$ cat src/ddc_pkg.sv
// Shared constants, types and tables of the command interpreter.
package ddc_pkg;

    // Register indexes of the plain register port.
    localparam logic [2:0] REG_STATUS = 3'h0;
    localparam logic [2:0] REG_MASK   = 3'h1;
    localparam logic [2:0] REG_MODES  = 3'h2;
    localparam logic [2:0] REG_DIGOUT = 3'h3;
    localparam logic [2:0] REG_SETTLE = 3'h4;
    localparam logic [2:0] REG_EDIT   = 3'h5;
    localparam logic [2:0] REG_ROWS   = 3'h6;
    localparam logic [2:0] REG_BUS    = 3'h7;

    // Event bit positions of the status and mask registers.
    localparam int EV_BAD_CMD  = 0;
    localparam int EV_BAD_OPT  = 1;
    localparam int EV_NOT_REM  = 2;
    localparam int EV_EXEC     = 3;
    localparam int EV_W        = 4;

    // Characters of the command language.
    localparam logic [7:0] CH_SPACE = 8'h20;
    localparam logic [7:0] CH_COMMA = 8'h2C;
    localparam logic [7:0] CH_ZERO  = 8'h30;
    localparam logic [7:0] CH_NINE  = 8'h39;
    localparam logic [7:0] CH_A     = 8'h41;
    localparam logic [7:0] CH_H     = 8'h48;
    localparam logic [7:0] CH_X     = 8'h58;
    localparam logic [7:0] CH_Z     = 8'h5A;

    // Letter indexes, letter minus capital A.
    localparam logic [4:0] L_C = 5'h02;
    localparam logic [4:0] L_D = 5'h03;
    localparam logic [4:0] L_H = 5'h07;
    localparam logic [4:0] L_N = 5'h0D;
    localparam logic [4:0] L_R = 5'h11;
    localparam logic [4:0] L_X = 5'h17;
    localparam logic [4:0] L_Z = 5'h19;

    localparam logic [15:0] VAL_MAX    = 16'hFFFF;
    localparam logic [15:0] COL_MAX    = 16'h003C;
    localparam logic [7:0]  ADDR_INIT  = 8'h12;
    localparam logic [6:0]  MEM_STEP1  = 7'h01;
    localparam int          NPRIO      = 24;
    localparam logic [4:0]  PRIO_LAST  = 5'h17;

    // Fixed execution order after the execute character, as letter indexes.
    localparam logic [4:0] PRIO [0:NPRIO-1] = '{
        5'h11, 5'h0B, 5'h04, 5'h08, 5'h10, 5'h0F, 5'h19, 5'h15,
        5'h16, 5'h0D, 5'h02, 5'h00, 5'h01, 5'h05, 5'h06, 5'h09,
        5'h0A, 5'h0C, 5'h0E, 5'h03, 5'h12, 5'h13, 5'h14, 5'h18};

    typedef struct packed {
        logic        trig_rise;
        logic        ready_pos;
        logic        trig_en;
        logic [2:0]  fmt;
        logic [2:0]  eoi_hold;
        logic [7:0]  srq_mask;
        logic [15:0] dig_out;
        logic [15:0] settle;
        logic [2:0]  trig_src;
        logic [2:0]  term;
        logic [6:0]  edit_ptr;
        logic [7:0]  mb_rows;
        logic [7:0]  bm_rows;
    } cfg_t;

    localparam logic [2:0] TRIG_SRC_EXT = 3'h7;

    // Defaults after power-up and device clear; the row selections survive.
    function automatic cfg_t clear_cfg(input cfg_t cur);
        cfg_t c;
        c          = '0;
        c.trig_src = TRIG_SRC_EXT;
        c.mb_rows  = cur.mb_rows;
        c.bm_rows  = cur.bm_rows;
        return c;
    endfunction

    // Largest option value per command letter; zero means the option must be 0.
    function automatic logic [15:0] opt_max(input logic [4:0] l);
        logic [15:0] m;
        m = VAL_MAX;
        unique case (l)
            5'h00, 5'h01, 5'h05: m = 16'h0001;
            5'h06, 5'h13:        m = 16'h0007;
            5'h0A:               m = 16'h0005;
            5'h09, 5'h11:        m = 16'h0000;
            5'h04, 5'h08, 5'h0F, 5'h10: m = 16'h0064;
            5'h18:               m = 16'h0007;
            5'h0C, 5'h15, 5'h16: m = 16'h00FF;
            default:             m = VAL_MAX;
        endcase
        return m;
    endfunction

    function automatic logic is_cmd(input logic [4:0] l);
        return (l != L_H) && (l != L_X) && (l <= L_Z);
    endfunction

endpackage

$ cat src/ddc_command_parser.sv
// Command interpreter: syntax check, letter buffer, ordered execution, poll byte.
//
// Chosen here: the strobed register port and the address map.
`timescale 1ns/100ps
`default_nettype none
module ddc_command_parser
    import ddc_pkg::*;
(
    input  wire logic        mclk,
    input  wire logic        rst_n,
    input  wire logic [7:0]  rx_data,
    input  wire logic        rx_valid,
    output logic             rx_ready,
    input  wire logic        atn,
    input  wire logic        remote,
    input  wire logic        dev_clear,
    input  wire logic        loop_init,
    input  wire logic        matrix_ready,
    input  wire logic        spoll_req,
    output logic [7:0]       spoll_byte,
    output logic             spoll_ack,
    output logic             srq,
    output logic             slave_clear,
    output logic             exec_valid,
    output logic [4:0]       exec_cmd,
    output logic [18:0]      exec_value,
    input  wire logic [2:0]  reg_addr,
    input  wire logic [15:0] reg_wdata,
    input  wire logic        reg_wr,
    input  wire logic        reg_rd,
    output logic [15:0]      reg_rdata,
    output logic             irq
);
    typedef enum logic [4:0] {
        ST_CMD  = 5'b00001,
        ST_OPT  = 5'b00010,
        ST_DROP = 5'b00100,
        ST_RD   = 5'b01000,
        ST_OUT  = 5'b10000
    } state_t;

    logic rst_sync_n;
    ddc_reset_sync u_rst (.mclk(mclk), .rst_n(rst_n), .rst_sync_n(rst_sync_n));

    state_t        st_q, st_d;
    logic [4:0]    cur_q, cur_d;
    logic [15:0]   val_q, val_d;
    logic [2:0]    row_q, row_d;
    logic          dig_q, dig_d, rowseen_q, rowseen_d;
    logic [25:0]   pend_q, pend_d;
    logic [4:0]    idx_q, idx_d;
    logic          we;
    logic [18:0]   rdata;
    logic          ev_bad_cmd, ev_bad_opt, ev_not_rem;
    logic [4:0]    lt;
    logic [3:0]    digit;
    logic          is_dig, is_let, rowcmd, multi, grp_ok, take;

    assign take     = rx_valid && rx_ready && !atn;
    assign rx_ready = st_q[0] || st_q[1] || st_q[2];
    assign lt       = 5'(rx_data - CH_A);
    assign digit    = 4'(rx_data - CH_ZERO);
    assign is_dig   = (rx_data >= CH_ZERO) && (rx_data <= CH_NINE);
    assign is_let   = (rx_data >= CH_A) && (rx_data <= CH_Z);
    assign rowcmd   = (cur_q == L_C) || (cur_q == L_N);
    assign multi    = rowcmd || (cur_q == L_D) || (cur_q == L_Z);
    // A group is complete when it has its digits, a row if it is a C or N group, and a legal value.
    assign grp_ok   = dig_q && (val_q <= opt_max(cur_q)) && (!rowcmd || rowseen_q)
                      && (!rowcmd || val_q <= COL_MAX);

    ddc_cmd_store u_store (.mclk(mclk), .we(we), .waddr(cur_q),
        .wdata({row_q, val_q}), .raddr(PRIO[idx_q]), .rdata(rdata));

    always_comb
    begin
        st_d = st_q; cur_d = cur_q; val_d = val_q; row_d = row_q; dig_d = dig_q;
        rowseen_d = rowseen_q; pend_d = pend_q; idx_d = idx_q; we = 1'b0;
        ev_bad_cmd = 1'b0; ev_bad_opt = 1'b0; ev_not_rem = 1'b0;
        unique case (st_q)
            ST_CMD, ST_OPT:
                if (take && rx_data != CH_SPACE)
                begin
                    if (st_q == ST_OPT && is_dig)
                    begin
                        val_d = (val_q > 16'h1998) ? VAL_MAX : 16'(val_q * 16'h000A + digit);
                        dig_d = 1'b1;
                    end
                    else if (st_q == ST_OPT && rx_data == CH_COMMA)
                    begin
                        if (multi && grp_ok)
                        begin
                            we = 1'b1; val_d = '0; dig_d = 1'b0; rowseen_d = 1'b0;
                        end
                        else
                        begin
                            ev_bad_opt = 1'b1; st_d = ST_DROP;
                        end
                    end
                    else if (st_q == ST_OPT && rowcmd && is_let && rx_data <= CH_H
                             && !(dig_q && rowseen_q))
                    begin
                        if (rowseen_q)
                        begin
                            ev_bad_opt = 1'b1; st_d = ST_DROP;
                        end
                        else
                        begin
                            row_d = lt[2:0]; rowseen_d = 1'b1;
                        end
                    end
                    else if (st_q == ST_OPT && rowcmd && is_let && rx_data <= CH_H)
                    begin
                        ev_bad_opt = 1'b1; st_d = ST_DROP;
                    end
                    else if (st_q == ST_OPT && !grp_ok)
                    begin
                        ev_bad_opt = 1'b1; st_d = ST_DROP;
                        if (rx_data == CH_X)
                        begin
                            st_d = ST_CMD; pend_d = '0;
                        end
                    end
                    else
                    begin
                        if (st_q == ST_OPT)
                        begin
                            we = 1'b1;
                            pend_d[cur_q] = 1'b1;
                        end
                        val_d = '0; dig_d = 1'b0; rowseen_d = 1'b0; row_d = '0;
                        if (rx_data == CH_X)
                        begin
                            idx_d = '0;
                            if (!remote)
                            begin
                                ev_not_rem = 1'b1; st_d = ST_CMD; pend_d = '0;
                            end
                            else
                                st_d = ST_RD;
                        end
                        else if (is_let && is_cmd(lt))
                        begin
                            cur_d = lt; st_d = ST_OPT;
                        end
                        else
                        begin
                            ev_bad_cmd = 1'b1; st_d = ST_DROP;
                        end
                    end
                end
            ST_DROP:
                if (take && rx_data == CH_X)
                begin
                    st_d = ST_CMD; pend_d = '0;
                end
            ST_RD:
                if (pend_q[PRIO[idx_q]])
                    st_d = ST_OUT;
                else if (idx_q == PRIO_LAST)
                    st_d = ST_CMD;
                else
                    idx_d = 5'(idx_q + 5'h01);
            ST_OUT:
            begin
                pend_d[PRIO[idx_q]] = 1'b0;
                st_d = (idx_q == PRIO_LAST) ? ST_CMD : ST_RD;
                // Stopping at the last index keeps the order table read in range.
                idx_d = (idx_q == PRIO_LAST) ? idx_q : 5'(idx_q + 5'h01);
            end
            default: st_d = ST_CMD;
        endcase
        if (dev_clear)
        begin
            st_d = ST_CMD; pend_d = '0; idx_d = '0;
        end
    end

    always_ff @(posedge mclk or negedge rst_sync_n)
    begin
        if (!rst_sync_n)
        begin
            st_q <= ST_CMD; cur_q <= '0; val_q <= '0; row_q <= '0; dig_q <= 1'b0;
            rowseen_q <= 1'b0; pend_q <= '0; idx_q <= '0;
        end
        else
        begin
            st_q <= st_d; cur_q <= cur_d; val_q <= val_d; row_q <= row_d; dig_q <= dig_d;
            rowseen_q <= rowseen_d; pend_q <= pend_d; idx_q <= idx_d;
        end
    end

    // Executed commands update the settings; a restore also wipes the rows.
    cfg_t        cfg_q, cfg_d;
    logic [7:0]  baddr_q, baddr_d;
    logic        slave_q, slave_d, boot_q, boot_d;
    logic        xv_d;
    logic [4:0]  xc_d;
    logic [18:0] xval_d;
    logic [EV_W-1:0] stat_q, stat_d, mask_q, mask_d;
    logic [7:0]  sp_d;
    logic        ready_bit, err_bit;

    assign ready_bit = st_q[0];
    assign err_bit   = |stat_q[EV_NOT_REM:EV_BAD_CMD];

    always_comb
    begin
        cfg_d = cfg_q; baddr_d = baddr_q; slave_d = slave_q; boot_d = boot_q;
        xv_d = st_q[4]; xc_d = PRIO[idx_q]; xval_d = rdata;
        if (st_q[4])
        begin
            boot_d = 1'b0;
            unique case (PRIO[idx_q])
                L_R: cfg_d = clear_cfg('0);
                5'h00: cfg_d.trig_rise = rdata[0];
                5'h01: cfg_d.ready_pos = rdata[0];
                5'h05: cfg_d.trig_en   = rdata[0];
                5'h06: cfg_d.fmt       = rdata[2:0];
                5'h0A: cfg_d.eoi_hold  = rdata[2:0];
                5'h0C: cfg_d.srq_mask  = rdata[7:0];
                5'h0E: cfg_d.dig_out   = rdata[15:0];
                5'h12: cfg_d.settle    = rdata[15:0];
                5'h13: cfg_d.trig_src  = rdata[2:0];
                5'h18: cfg_d.term      = rdata[2:0];
                5'h04: cfg_d.edit_ptr  = rdata[6:0];
                5'h15: cfg_d.mb_rows   = rdata[7:0];
                5'h16: cfg_d.bm_rows   = rdata[7:0];
                default: cfg_d = cfg_q;
            endcase
        end
        if (boot_q && loop_init)
            slave_d = 1'b1;
        if (dev_clear)
            cfg_d = clear_cfg(cfg_q);
        if (reg_wr && reg_addr == REG_BUS)
            baddr_d = reg_wdata[7:0];
        stat_d = stat_q;
        if (reg_wr && reg_addr == REG_STATUS)
            stat_d = stat_q & ~reg_wdata[EV_W-1:0];
        // Hardware events win over a clear written in the same cycle.
        stat_d[EV_BAD_CMD] = stat_d[EV_BAD_CMD] | ev_bad_cmd;
        stat_d[EV_BAD_OPT] = stat_d[EV_BAD_OPT] | ev_bad_opt;
        stat_d[EV_NOT_REM] = stat_d[EV_NOT_REM] | ev_not_rem;
        stat_d[EV_EXEC]    = stat_d[EV_EXEC] | (st_q[4] && idx_q == PRIO_LAST)
                             | (st_q[3] && idx_q == PRIO_LAST && !pend_q[PRIO[idx_q]]);
        mask_d = (reg_wr && reg_addr == REG_MASK) ? reg_wdata[EV_W-1:0] : mask_q;
        sp_d = {1'b0, srq, err_bit, ready_bit, matrix_ready ^ ~cfg_q.ready_pos, 3'b000};
    end

    // Power-up lands stand-alone with defaults; the address is reset only here, the rows here and by a restore.
    always_ff @(posedge mclk or negedge rst_sync_n)
    begin
        if (!rst_sync_n)
        begin
            cfg_q <= clear_cfg('0); baddr_q <= ADDR_INIT; slave_q <= 1'b0;
            boot_q <= 1'b1; exec_valid <= 1'b0; exec_cmd <= '0; exec_value <= '0;
            stat_q <= '0; mask_q <= '0; spoll_byte <= '0; spoll_ack <= 1'b0;
            slave_clear <= 1'b0; reg_rdata <= '0;
        end
        else
        begin
            cfg_q <= cfg_d; baddr_q <= baddr_d; slave_q <= slave_d; boot_q <= boot_d;
            exec_valid <= xv_d; exec_cmd <= xc_d; exec_value <= xval_d;
            stat_q <= stat_d; mask_q <= mask_d;
            spoll_ack <= spoll_req;
            if (spoll_req)
                spoll_byte <= sp_d;
            slave_clear <= dev_clear && !slave_q;
            if (reg_rd)
                unique case (reg_addr)
                    REG_STATUS: reg_rdata <= {12'h000, stat_q};
                    REG_MASK:   reg_rdata <= {12'h000, mask_q};
                    REG_MODES:  reg_rdata <= {1'b0, cfg_q.trig_rise, cfg_q.ready_pos,
                                    cfg_q.trig_en, cfg_q.fmt, cfg_q.eoi_hold,
                                    cfg_q.trig_src, cfg_q.term};
                    REG_DIGOUT: reg_rdata <= cfg_q.dig_out;
                    REG_SETTLE: reg_rdata <= cfg_q.settle;
                    REG_EDIT:   reg_rdata <= {9'h000, cfg_q.edit_ptr};
                    REG_ROWS:   reg_rdata <= {cfg_q.mb_rows, cfg_q.bm_rows};
                    REG_BUS:    reg_rdata <= {7'h00, slave_q, baddr_q};
                endcase
            else
                reg_rdata <= '0;
        end
    end

    assign irq = |(stat_q & mask_q);
    assign srq = |(cfg_q.srq_mask[5:3] & {err_bit, ready_bit, matrix_ready});

    property p_atn_ignored;
        @(posedge mclk) disable iff (!rst_sync_n)
        (rx_valid && rx_ready && atn && !dev_clear)
            |=> $stable(st_q) && $stable(val_q) && $stable(cur_q);
    endproperty
    a_atn_ignored: assert property (p_atn_ignored) else $error("byte taken under attention");
    property p_poll;
        @(posedge mclk) disable iff (!rst_sync_n)
        spoll_req |=> spoll_ack && spoll_byte[4] == $past(ready_bit);
    endproperty
    a_poll: assert property (p_poll) else $error("poll byte not returned");
    property p_no_exec_while_buffering;
        @(posedge mclk) disable iff (!rst_sync_n)
        (st_q == ST_CMD || st_q == ST_OPT) |=> !exec_valid;
    endproperty
    a_no_exec_while_buffering: assert property (p_no_exec_while_buffering) else $error("early execution");
    property p_drop_holds;
        @(posedge mclk) disable iff (!rst_sync_n)
        (st_q == ST_DROP && !(take && rx_data == CH_X) && !dev_clear) |=> st_q == ST_DROP;
    endproperty
    a_drop_holds: assert property (p_drop_holds) else $error("discard left early");
    property p_local_x;
        @(posedge mclk) disable iff (!rst_sync_n)
        ((st_q == ST_CMD || (st_q == ST_OPT && grp_ok)) && take && rx_data == CH_X
         && !remote && !dev_clear) |=> stat_q[EV_NOT_REM] && st_q == ST_CMD;
    endproperty
    a_local_x: assert property (p_local_x) else $error("local execute not flagged");
    property p_space;
        @(posedge mclk) disable iff (!rst_sync_n)
        (take && rx_data == CH_SPACE && !dev_clear) |=> $stable(st_q) && $stable(val_q);
    endproperty
    a_space: assert property (p_space) else $error("space changed parser");
    property p_order;
        @(posedge mclk) disable iff (!rst_sync_n)
        (st_q == ST_OUT && idx_q != PRIO_LAST && !dev_clear) |=> st_q == ST_RD && idx_q == $past(idx_q) + 5'h01;
    endproperty
    a_order: assert property (p_order) else $error("priority walk broken");
    property p_clear_defaults;
        @(posedge mclk) disable iff (!rst_sync_n)
        dev_clear |=> cfg_q.trig_src == TRIG_SRC_EXT && cfg_q.fmt == 3'h0 && cfg_q.eoi_hold == 3'h0
                      && baddr_q == $past(baddr_q) && slave_q == $past(slave_q);
    endproperty
    a_clear_defaults: assert property (p_clear_defaults) else $error("device clear defaults wrong");
    property p_bad_cmd;
        @(posedge mclk) disable iff (!rst_sync_n)
        (ev_bad_cmd && !dev_clear) |=> st_q == ST_DROP;
    endproperty
    a_bad_cmd: assert property (p_bad_cmd) else $error("bad command not discarded");
    c_exec: cover property (@(posedge mclk) disable iff (!rst_sync_n) exec_valid);
    c_bad_opt: cover property (@(posedge mclk) disable iff (!rst_sync_n) ev_bad_opt);
    c_poll: cover property (@(posedge mclk) disable iff (!rst_sync_n) spoll_ack && srq);
endmodule
`default_nettype wire

$ cat src/ddc_reset_sync.sv
// Reset release synchroniser for the instrument clock.
`timescale 1ns/100ps
`default_nettype none
module ddc_reset_sync (
    input  wire logic mclk,
    input  wire logic rst_n,
    output logic      rst_sync_n
);
    logic meta_q;
    logic hold_q;

    // Assertion is immediate, release waits two clock edges.
    always_ff @(posedge mclk or negedge rst_n)
    begin
        if (!rst_n)
        begin
            meta_q <= 1'b0;
            hold_q <= 1'b0;
        end
        else
        begin
            meta_q <= 1'b1;
            hold_q <= meta_q;
        end
    end

    assign rst_sync_n = hold_q;
endmodule
`default_nettype wire

$ cat src/ddc_cmd_store.sv
// Per-letter option store: one word for each command letter.
`timescale 1ns/100ps
`default_nettype none
module ddc_cmd_store #(
    parameter int DEPTH = 32,
    parameter int WIDTH = 19,
    parameter int AW    = 5
) (
    input  wire logic             mclk,
    input  wire logic             we,
    input  wire logic [AW-1:0]    waddr,
    input  wire logic [WIDTH-1:0] wdata,
    input  wire logic [AW-1:0]    raddr,
    output logic      [WIDTH-1:0] rdata
);
    logic [WIDTH-1:0] mem [0:DEPTH-1];

    // Writing a letter again overwrites, so only its last occurrence survives.
    always_ff @(posedge mclk)
    begin
        if (we)
            mem[waddr] <= wdata;
        rdata <= mem[raddr];
    end
endmodule
`default_nettype wire

$ cat config.mk
export PLATFORM = sky130hd
export DESIGN_NAME = ddc_command_parser
export DESIGN_NICKNAME = d
export VERILOG_FILES = /design/src/ddc_pkg.sv /design/src/ddc_command_parser.sv /design/src/ddc_reset_sync.sv /design/src/ddc_cmd_store.sv
export SDC_FILE = /design/constraint.sdc
export NUM_CORES = 1
export LEC_CHECK = 0
export CAP_MARGIN = 20
export CELL_PAD_IN_SITES_DETAIL_PLACEMENT = 1
export CELL_PAD_IN_SITES_GLOBAL_PLACEMENT = 1
export CORE_ASPECT_RATIO = 0.75
export CORE_UTILIZATION = 30
export DETAILED_ROUTE_END_ITERATION = 6
export DONT_BUFFER_PORTS = 1
export GPL_TIMING_DRIVEN = 0
export PLACE_DENSITY = 0.59
export REMOVE_ABC_BUFFERS = 1
export SLEW_MARGIN = 15
export SYNTH_ARGS = -nofsm -noshare
export SYNTH_HDL_FRONTEND = slang
export SYNTH_SLANG_ARGS = --single-unit
$ cat constraint.sdc
create_clock -name mclk -period 6.09 [get_ports mclk]
set_input_delay 1.218 -clock mclk [delete_from_list [all_inputs] [get_ports mclk]]
set_output_delay 1.218 -clock mclk [all_outputs]
set_load 0.02 [all_outputs]
==> results by group, run 1 <==
Floorplanning
  • Ports: 92
  • Starting density of the core: 30.3%
  • Die Ht: about 300 um
  • Core Rows: 110
  • Die footprint: 0.123 mm^2
  • Die W: 405 um
  • Core Region: 0.120 mm^2

GRT
  • Pin count of the biggest net entering global routing: 156
  • First-pass GRT wire length: about 180 mm
  • Total GRT Usage: slightly below 20%
  • Total gr overflow: 0
  • Vias in the first global route: approximately 26000
  • Initial antenna violation count: 3

Route
  • Average wire per standard cell: around 25 um
  • Met3 routed WL: 7.32 mm
  • TritonRoute pass-1 iters: 5
  • M1 wire length: 58.9 mm
  • Detailed-route via count: 25663
  • Via/cell ratio: 5.35
  • Met2 routed WL: 50.9 mm
  • WL final: approximately 120 mm
  • Highest routed layer: met4
  • Post-route ant nets: 0
  • DRC Markers: 0
  • Iteration-0 DRC Markers: 2459

Worst setup path
  • Worst-path fanout max: 155
  • Arr. time, crit path: around 6.1 ns
  • CP Class: flip-flop to flip-flop
  • FF-to-FF setup slack: 0.49 ns
  • Crit. Startpoint: idx_q[2]$_DFFE_PN0P_
  • Critical Path Sink Type: flip-flop
  • CP Launch Type: flip-flop
  • Crit path buf inv count: 4
  • Cell repeated most along the worst path: buf_16
  • Crit path max-delay family: compound AO/OA/AOI/OAI gates
  • Worst R2R Start: idx_q[2]$_DFFE_PN0P_
  • FF-to-FF path depth: 13
  • CP Data Required Time: 6.60 ns
  • R2r endpoint: u_store.rdata[7]$_DFF_P_
  • Slowest cell on crit path: dfrtp_1
  • Crit path cell chain: nor2b_1, o311ai_4, and2_4, buf_16, buf_16, inv_12, buf_16, a211oi_1, a311oi_1, a31oi_1, o21ai_0, a311oi_1, a21oi_1
  • Crit-path max cell delay: 0.78 ns

STA
  • Slew margin rel.: 25.7%
  • Worst hold-check slack: 0.239 ns
  • Crit share post-route: 91.9%
  • Final Skew: 0.0218 ns
  • Unrepaired setup endpoints after global routing: false
  • Maximum clock rate: 179 MHz
  • Final worst path period need: 5.60 ns
  • Final setup viols: 0
  • Hold Violations, Final: 0
  • Slew @ Worst Pin: 1.11 ns
  • Worst Slack Setup Final: 0.491 ns
  • Final slew viol count: 0

Placed design
  • Port Buffers: 0
  • HPWL Detailed: 75.0 mm
  • Final Wtd Congestion: 0.833
  • DP Worst Slack: 0.0882 ns
  • Post-Place Cells: 4627

Clocking
  • CTS Hold Bufs: 0
  • Clock root buffer: clkbuf_16
  • Longest Clk Path Bufs: 3
  • H-tree depth: 3
  • Num CTS Buffers: 84
  • Clock Sinks: 829
  • Clk slew on worst S/H paths: roughly 0.06 ns
  • Clock Latency Late Sink: 0.68 ns
  • CTS tree: yes

Synthesis
  • Top post-synthesis cells by count: 699 x nand2_1, 608 x edfxtp_1, 272 x nand3_1
  • Register area share after synthesis: 64.9%
  • Seq cells post-synth: 829
  • Syn_area_per_cell: about 12 um^2
  • Yosys warnings: 0
  • Area leader, netlist: edfxtp_1
  • Post-synth EDFFs: 608
  • Asr flop ratio synth: 24.4%
  • Top cells by area, synth: edfxtp_1 50%, dfrtp_1 13%, nand2_1 7.2%, nand3_1 3.7%, ha_1 1.9%
  • Share of the synthesized area in the top cell type: between 40% and 50%
  • Netlist cell types: 96
  • Mapped Cells: 3143
  • Most frequent cell after synthesis: nand2_1
  • Ys flop type: edfxtp_1
  • Post-Syn Area: between 0.03 and 0.04 mm^2

Hold path
  • Hold Crit Class: primary input to asynchronous set/reset pin

Final layout
  • Layout cells sized above 1: slightly above 10%
  • Final cell count without fillers: 4794
  • Nets: between 3000 and 4000
  • Area growth, synth to finish: 15.4%

Power and ir drop
  • Worst vdd ir: 0.255 mV
  • Pleak: between 15 and 20 nW
  • PD cells: between 300 and 400 mW/mm^2
  • Total Power: 0.0150 W

Run
  • Max Cap Viol: 0

Run status
  • Status: completed
## timing repair
item | 4_1_cts | 5_1_grt
setup buffers | 0 | 16
resized for setup | 0 | 5
setup endpoints to repair | 0 | 484
## state kept, by name, summed over array words and instances (netlist names), 3 cells and up
signal and flops:
row_q 3, val_q 16, stat_q 4, u_store.mem 608, exec_cmd 5, mask_q 4, u_store.rdata 19, exec_value 19
idx_q 5, pend_q 26, spoll_byte 4, baddr_q 8, cur_q 5, st_q 5, reg_rdata 16, cfg_q 73
## per-layer routing
metal	track usage [%]	vias to the layer above
li1	-	11503
met1	29.6	13320
met2	27.9	720
met3	3.39	120
met4	3.93	0
met5	0	-
## report_power, final
part | leakage, nW | internal [W] | switching (W)
Clock | 1.24 | 0.00278 | 0.00222
Combinational | 5.47 | 0.000959 | 0.00237
Sequential | 8.59 | 0.00624 | 0.000470
Total | 15.3 | 0.00997 | 0.00506
## worst max-delay path by stage
stage,to,slack (ns),depth (start not counted)
after global placement,cfg_q[40]$_DFFE_PN0P_,-12.89,11
after detailed placement,u_store.mem[19][15]$_DFFE_PP_,0.09,14
after global routing,u_store.mem[0][2]$_DFFE_PP_,0.13,14
after floorplan,st_q[1]$_DFFE_PN0P_,-2.88,12
final,u_store.rdata[7]$_DFF_P_,0.49,13
after CTS,u_store.mem[19][18]$_DFFE_PP_,0.06,14
## cell families after synthesis
group / share of synthesized area, %
fa+ha+maj: 1.99
mux: 2.18
buf+inv: 3.01
flops: 64.9
xor+xnor: 0.623
other cells: 0.0206
compound gates: 10.8
simple gates: 16.4
## layout make-up
class / count / area [um^2]
inverters: 67 / 279
flip-flops and latches: 829 / 23700
well taps: 1624 / 2030
clock inverters: 31 / 253
fillers: 12897 / 78300
repair buffers: 73 / 1490
diodes: 2 / 5.00
multi-input cells: 2051 / 12100
clock buffers: 117 / 2310
## placed cells by master, fill, tap and decap left out, types with 26 or more instances in the layout
cell type / count
nand2_1: 698
edfxtp_1: 608
nand3_1: 272
dfrtp_1: 172
nor2_1: 105
o21ai_0: 104
a21oi_1: 93
clkbuf_16: 87
and3_1: 67
inv_1: 62
a311oi_1: 57
ha_1: 55
a31oi_1: 48
a22o_1: 35
mux2i_1: 35
clkbuf_1: 28
buf_12: 28
nor2_4: 27
buf_16: 27
mux2_2: 26
## metrics by stage
step | setup TNS [ns] | cell area, um^2 | utilization [%]
after global routing | 0 | 42200 | 35.0
final | 0 | 42200 | 35.0
after floorplan | -269.59 | 35700 | -
after CTS | 0 | 41900 | 34.8
after detailed placement | 0 | 39300 | 32.6
after global placement | -2502.51 | 37700 | 31.3
No activity file was read; power rests on OpenSTA's default activity.
==> inputs of run 2 (changes only) <==
PLACE_DENSITY = 0.57   (was 0.59)
clock period = 5.8 ns   (was 6.09 ns; I/O delays follow)
==> run 2 against run 1 <==
Cell count is 0.75% higher. Clock power is 9.2% higher. Worst setup slack worse by 0.26 ns. Global-route usage is 0.46 points higher. Non-clock buffer count is 29 higher. Total power is 6.6% higher. Final area is 1.5% higher. Clock-buffer cell count is 3 higher. Critical endpoint is now idx_q[4]$_DFFE_PN0P_. Largest cell class unchanged.
==> results by group, run 2 (synthesized netlist as in run 1, its figures left out) <==
Run status
  • Status: completed

STA
  • Final slew viol count: 0 (unchanged)
  • Slew margin rel.: 26.0% (+0.29 points)
  • Hold Violations, Final: 0 (unchanged)
  • Final worst path period need: 5.57 ns (-0.0331 ns)
  • Maximum clock rate: 180 MHz (+0.59%)
  • Worst Slack Setup Final: 0.234 ns (-0.257 ns)
  • Crit share post-route: 96.0% (+4.0 points)
  • Final Skew: 0.0346 ns (+0.0128 ns)
  • Unrepaired setup endpoints after global routing: false
  • Final setup viols: 0 (unchanged)
  • Setup TNS: 0 ns (unchanged)
  • Worst hold-check slack: 0.180 ns (-0.0591 ns)
  • Slew @ Worst Pin: 1.10 ns (-0.000942 ns)

Power and ir drop
  • Power Internal: 0.0106 W (+6.5%)
  • Pleak: 15.6 nW (+2.0%)
  • Flop pwr share: 44.0% (-0.6 points)
  • Clock network power share: 34.1% (+0.9 points)
  • Switch Pwr: 0.00541 W (+7.0%)
  • Worst vdd ir: 0.275 mV (+7.8%)
  • Gate power share: 21.9% (-0.2 points)
  • Sw Share: 33.8% (+0.11 points)
  • Total Power: 0.0160 W (+6.6%)
  • PD cells: 375 mW/mm^2 (+5.1%)

Route
  • Iteration-0 DRC Markers: 2545 (+3.5%)
  • Via/cell ratio: 5.35 (-0.13%)
  • Average wire per standard cell: 25.2 um (+1.5%)
  • Post-route ant nets: 0 (unchanged)
  • WL final: 122 mm (+2.3%)
  • DRC Markers: 0 (unchanged)
  • Detailed-route via count: 25821 (+0.62%)
  • TritonRoute pass-1 iters: 5 (unchanged)

GRT
  • Total GRT Usage: 19.7% (+0.46 points)
  • Vias in the first global route: 25985 (+1.2%)
  • First-pass GRT wire length: 180 mm (+2.2%)
  • Initial antenna violation count: 5 (+2)
  • Total gr overflow: 0 (unchanged)
  • Pin count of the biggest net entering global routing: 145 (-7.1%)

Final layout
  • Register area: 0.0237 mm^2 (about the same)
  • Multi-input logic area: 0.0121 mm^2 (+0.22%)
  • Area growth, synth to finish: 17.1%
  • Final cell count without fillers: 4830 (+0.75%)
  • Nets: 3230 (+0.91%)
  • Max reg flops: 608 (unchanged)
  • Layout cells sized above 1: 11.3% (+1.1 points)
  • Most common cell after layout, fill and taps aside: nand2_1
  • Filler cells: 12891 (-0.047%)
  • Most flops, register: u_store.mem
  • Most frequent cells in the layout: 697 x nand2_1, 608 x edfxtp_1, 272 x nand3_1
  • Top Registers: u_store.mem: 608 flops, cfg_q: 73 flops, pend_q: 26 flops

Worst setup path
  • Worst-path fanout max: 84 (-46%)
  • Worst Setup EP: idx_q[4]$_DFFE_PN0P_
  • Crit. Startpoint: idx_q[1]$_DFFE_PN0P_
  • Worst R2R Start: idx_q[1]$_DFFE_PN0P_
  • CP Class: flip-flop to flip-flop
  • FF-to-FF setup slack: 0.23 ns (-0.26 ns)
  • R2r endpoint: idx_q[4]$_DFFE_PN0P_
  • CP Data Required Time: 6.31 ns (-0.29 ns)
  • FF-to-FF path depth: 13 (unchanged)
  • Critical Path Sink Type: flip-flop
  • Arr. time, crit path: 6.08 ns (-0.03 ns)
  • CP Launch Type: flip-flop

Clocking
  • Clk slew on worst S/H paths: 0.06 ns (about the same)
  • Clock Latency Late Sink: 0.70 ns (+0.02 ns)
  • Num CTS Buffers: 84 (unchanged)
  • Clock root buffer: clkbuf_16
  • H-tree depth: 3 (unchanged)
  • Clock Sinks: 829 (unchanged)
  • CTS Hold Bufs: 0 (unchanged)
  • Longest Clk Path Bufs: 3 (unchanged)
  • CTS tree: yes

Floorplanning
  • Die footprint: 0.123 mm^2 (unchanged)
  • Core Region: 0.120 mm^2 (unchanged)
  • Core Rows: 110 (unchanged)
  • Ports: 92 (unchanged)
  • Starting density of the core: 30.3% (unchanged)
  • Die W: 405 um (unchanged)
  • Die Ht: 304 um (unchanged)

Placed design
  • HPWL Detailed: 75.9 mm (+1.3%)
  • DP Worst Slack: -0.315 ns (-0.403 ns)
  • Port Buffers: 0 (unchanged)
  • Final Wtd Congestion: 0.816 (-2.0%)
  • Post-Place Cells: 4632 (+0.11%)

Hold path
  • Hold Crit Class: primary input to asynchronous set/reset pin

Run
  • Max Cap Viol: 0 (unchanged)
[run 2: worst min path at each step]
stage	from	endpoint	slack, ns	cells past startpoint
global placement	u_store.rdata[17]$_DFF_P_	exec_value[17]$_DFF_PN0_	0.32	0
CTS	rst_n	u_rst.rst_sync_n$_DFF_PN0_	0.14	0
finish	rst_n	u_rst.rst_sync_n$_DFF_PN0_	0.18	0
detailed placement	u_store.rdata[17]$_DFF_P_	exec_value[17]$_DFF_PN0_	0.32	0
floorplan	u_store.rdata[16]$_DFF_P_	exec_value[16]$_DFF_PN0_	0.32	0
global route	rst_n	u_rst.rst_sync_n$_DFF_PN0_	0.14	0
[run 2: worst max-delay path, cell delays in order (launching register included)]
cell and delay [ns]:
dfrtp_1 0.46, inv_1 0.14, ha_1 0.35, inv_1 0.08, mux4_2 0.53, mux2_8 0.34, buf_16 0.27, inv_2 0.72
nand2_1 0.21, nor2_1 0.87, a221o_1 0.55, a211oi_1 0.10, o21ai_0 0.47, o221ai_1 0.22
[run 2: final cells by class]
cell class,count,area share (%)
inverters,67,0.652
flip-flops and latches,829,55.5
repair buffers,102,4.58
clock buffers,120,5.61
clock inverters,34,0.670
diodes,3,0.0175
well taps,1624,4.75
multi-input cells,2051,28.2
[run 2: per-stage QoR]
step / util, % / instance area, um^2
6_report: 35.5 / 42800
5_1_grt: 35.5 / 42800
4_1_cts: 35.4 / 42600
3_5_place_dp: 32.8 / 39400
3_3_place_gp: 31.3 / 37700
2_1_floorplan: - / 35700
[run 2: what timing repair did]
item,4_1_cts,5_1_grt
pin swaps,17,3
endpoints found under the setup margin,498,547
resized for setup,1,8
setup buffers,35,4
[run 2: power groups by stage]
stage	Combinational, W	Sequential [W]	Clock, W
4_1_cts	0.00350	0.00705	0.00555
2_1_floorplan	0.00211	0.00697	0
3_3_place_gp	0.00351	0.00721	0
3_5_place_dp	0.00349	0.00717	0
5_1_grt	0.00381	0.00708	0.00577
6_report	0.00352	0.00705	0.00546
[run 2: metal layers]
| layer | wire, um | track usage [%] | vias up | share of wire [%] |
|---|---|---|---|---|
| li1 | - | - | 11572 | - |
| met1 | 60400 | 30.4 | 13376 | 50 |
| met2 | 51300 | 27.9 | 720 | 42 |
| met3 | 7180 | 3.61 | 151 | 5.9 |
| met4 | 2840 | 4.92 | 2 | 2.3 |
| met5 | 13 | 0 | - | 0.011 |
==> inputs of run 3 (changes only) <==
ABC_CLOCK_PERIOD_IN_PS = 5810   (was not set)
clock period = 5.81 ns   (was 5.8 ns; I/O delays follow)
==> run 3 against run 2 <==
Via count is essentially flat. Clock-buffer cell count unchanged. Global-route usage unchanged. Hold slack barely moved. Final area about the same. Critical path type unchanged. Wire length is essentially flat. Non-clock buffer count is the same. Critical path depth stayed put. Register-to-register slack lost 0.02 ns.
==> results by group, run 3 (synthesized netlist as in run 1, its figures left out) <==
Worst setup path
  • CP Class: flip-flop to flip-flop
  • Critical Path Sink Type: flip-flop
  • CP Launch Type: flip-flop
  • Crit. Startpoint: idx_q[1]$_DFFE_PN0P_
  • CP Data Required Time: 6.32 ns (about the same)
  • Worst R2R Start: idx_q[1]$_DFFE_PN0P_
  • Worst-path fanout max: 84 (unchanged)
  • Arr. time, crit path: 6.11 ns (+0.03 ns)

Floorplanning
  • Ports: 92 (unchanged)
  • Die Ht: 304 um (unchanged)
  • Die footprint: 0.123 mm^2 (unchanged)
  • Die W: 405 um (unchanged)
  • Core Rows: 110 (unchanged)
  • Core Region: 0.120 mm^2 (unchanged)
  • Starting density of the core: 30.3% (unchanged)

STA
  • Crit share post-route: 96.3% (+0.31 points)
  • Slew @ Worst Pin: 1.12 ns (+0.0157 ns)
  • Final Skew: 0.0327 ns (-0.00190 ns)
  • Maximum clock rate: 179 MHz (-0.49%)
  • Slew margin rel.: 25.1% (-0.92 points)
  • Final worst path period need: 5.59 ns (+0.0274 ns)
  • Final setup viols: 0 (unchanged)
  • Hold Violations, Final: 0 (unchanged)
  • Unrepaired setup endpoints after global routing: true
  • Final slew viol count: 0 (unchanged)

Hold path
  • Hold Crit Class: primary input to asynchronous set/reset pin

Route
  • DRC Markers: 0 (unchanged)
  • WL final: 122 mm (about the same)
  • Via/cell ratio: 5.35 (about the same)
  • Average wire per standard cell: 25.2 um (about the same)
  • TritonRoute pass-1 iters: 6 (+1)
  • Iteration-0 DRC Markers: 2556 (+0.43%)
  • Post-route ant nets: 0 (unchanged)
  • Detailed-route via count: 25834 (+0.050%)

Placed design
  • Port Buffers: 0 (unchanged)
  • HPWL Detailed: 75.9 mm (unchanged)
  • Final Wtd Congestion: 0.816 (unchanged)

Clocking
  • CTS Hold Bufs: 0 (unchanged)
  • CTS tree: yes
  • Clk slew on worst S/H paths: 0.06 ns (about the same)
  • Clock Latency Late Sink: 0.69 ns (about the same)
  • Clock root buffer: clkbuf_16
  • H-tree depth: 3 (unchanged)
  • Clock Sinks: 829 (unchanged)
  • Num CTS Buffers: 84 (unchanged)
  • Longest Clk Path Bufs: 3 (unchanged)

GRT
  • Total GRT Usage: 19.7% (unchanged)
  • Total gr overflow: 0 (unchanged)
  • Pin count of the biggest net entering global routing: 145 (unchanged)
  • First-pass GRT wire length: 180 mm (unchanged)
  • Initial antenna violation count: 5 (unchanged)
  • Vias in the first global route: 25985 (unchanged)

Power and ir drop
  • Pleak: 15.6 nW (about the same)
  • PD cells: 374 mW/mm^2 (-0.20%)
  • Total Power: 0.0160 W (-0.21%)
  • Worst vdd ir: 0.275 mV (about the same)

Final layout
  • Area growth, synth to finish: 17.1% (about the same)
  • Most frequent cells in the layout: 697 x nand2_1, 608 x edfxtp_1, 272 x nand3_1
  • Most flops, register: u_store.mem
  • Post-layout util: 35.5% (about the same)
  • Filler cells: 12890 (-0.0078%)
  • Layout cells sized above 1: 11.3% (unchanged)
  • Most common cell after layout, fill and taps aside: nand2_1
  • Max reg flops: 608 (unchanged)
  • Nets: 3230 (unchanged)
  • Top Registers: u_store.mem: 608 flops, cfg_q: 73 flops, pend_q: 26 flops

Run status
  • Status: completed

Run
  • Max Cap Viol: 0 (unchanged)
run 3: cell count changes in the layout (fill, tap and decap cells not counted), sizes merged:
cell | previous run | this run
diode | 3 | 4
run 3: layout make-up:
cell class	instances	area, um^2	share of cell area (%)
Timing Repair Buffer	102	1960	4.58
Inverter	67	279	0.652
Clock inverter	34	287	0.670
Multi-Input combinational cell	2051	12100	28.2
Sequential cell	829	23700	55.5
Tap cell	1624	2030	4.75
Antenna cell	4	10.0	0.0234
Clock buffer	120	2400	5.61
run 3: per-stage QoR:
stage | cells | cell area, um^2 | worst slack, ns | setup TNS [ns] | hold slack (ns)
4_1_cts | 4821 | 42600 | -0.123 | -5.12 | 0.142
3_3_place_gp | 4571 | 37700 | -13.45 | -2848.20 | 0.319
2_1_floorplan | 2947 | 35700 | -3.16 | -348.84 | 0.316
3_5_place_dp | 4632 | 39400 | -0.305 | -61.94 | 0.321
6_report | 4831 | 42800 | 0.217 | 0 | 0.181
5_1_grt | 4827 | 42800 | -0.132 | -2.90 | 0.146
run 3: worst max-delay path: stages, from the launching register on:
cell and delay, ns:
dfrtp_1 0.46, inv_1 0.14, ha_1 0.35, inv_1 0.08, mux4_2 0.53, mux2_8 0.34
buf_16 0.27, inv_2 0.73, nand2_1 0.21, nor2_1 0.89, a221o_1 0.55, a211oi_1 0.10
o21ai_0 0.46, o221ai_1 0.22
run 3: where the power goes:
group	internal [W]	total [W]	switching, W	leakage, nW
logic	0.00100	0.00351	0.00250	5.69
registers	0.00654	0.00704	0.000504	8.60
clock network	0.00306	0.00545	0.00239	1.32
run 3: layer usage:
layer / up-vias / GRT usage, % / routed length (um)
li1: 11584 / - / -
met1: 13414 / 30.4 / 60300
met2: 681 / 27.9 / 51300
met3: 153 / 3.61 / 7280
met4: 2 / 4.92 / 2820
met5: - / 0 / 13
run 3: path summary, 6_finish.rpt:
kind | endpoint | slack [ns] | depth (start not counted)
max | idx_q[4]$_DFFE_PN0P_ | 0.22 | 13
min | u_rst.rst_sync_n$_DFF_PN0_ | 0.18 | 0
max reg2reg | idx_q[4]$_DFFE_PN0P_ | 0.22 | 13
min reg2reg | val_q[1]$_DFFE_PN0P_ | 0.32 | 0
max in group asynchronous | baddr_q[4]$_DFFE_PN1P_ | 3.91 | 4
min in group mclk | exec_value[17]$_DFF_PN0_ | 0.33 | 0
run 3: timing repair:
item                                    4_1_cts  5_1_grt
pin swaps                                    17        3
gates resized for setup                       1        7
setup buffers                                35        4
endpoints found under the setup margin      493      543
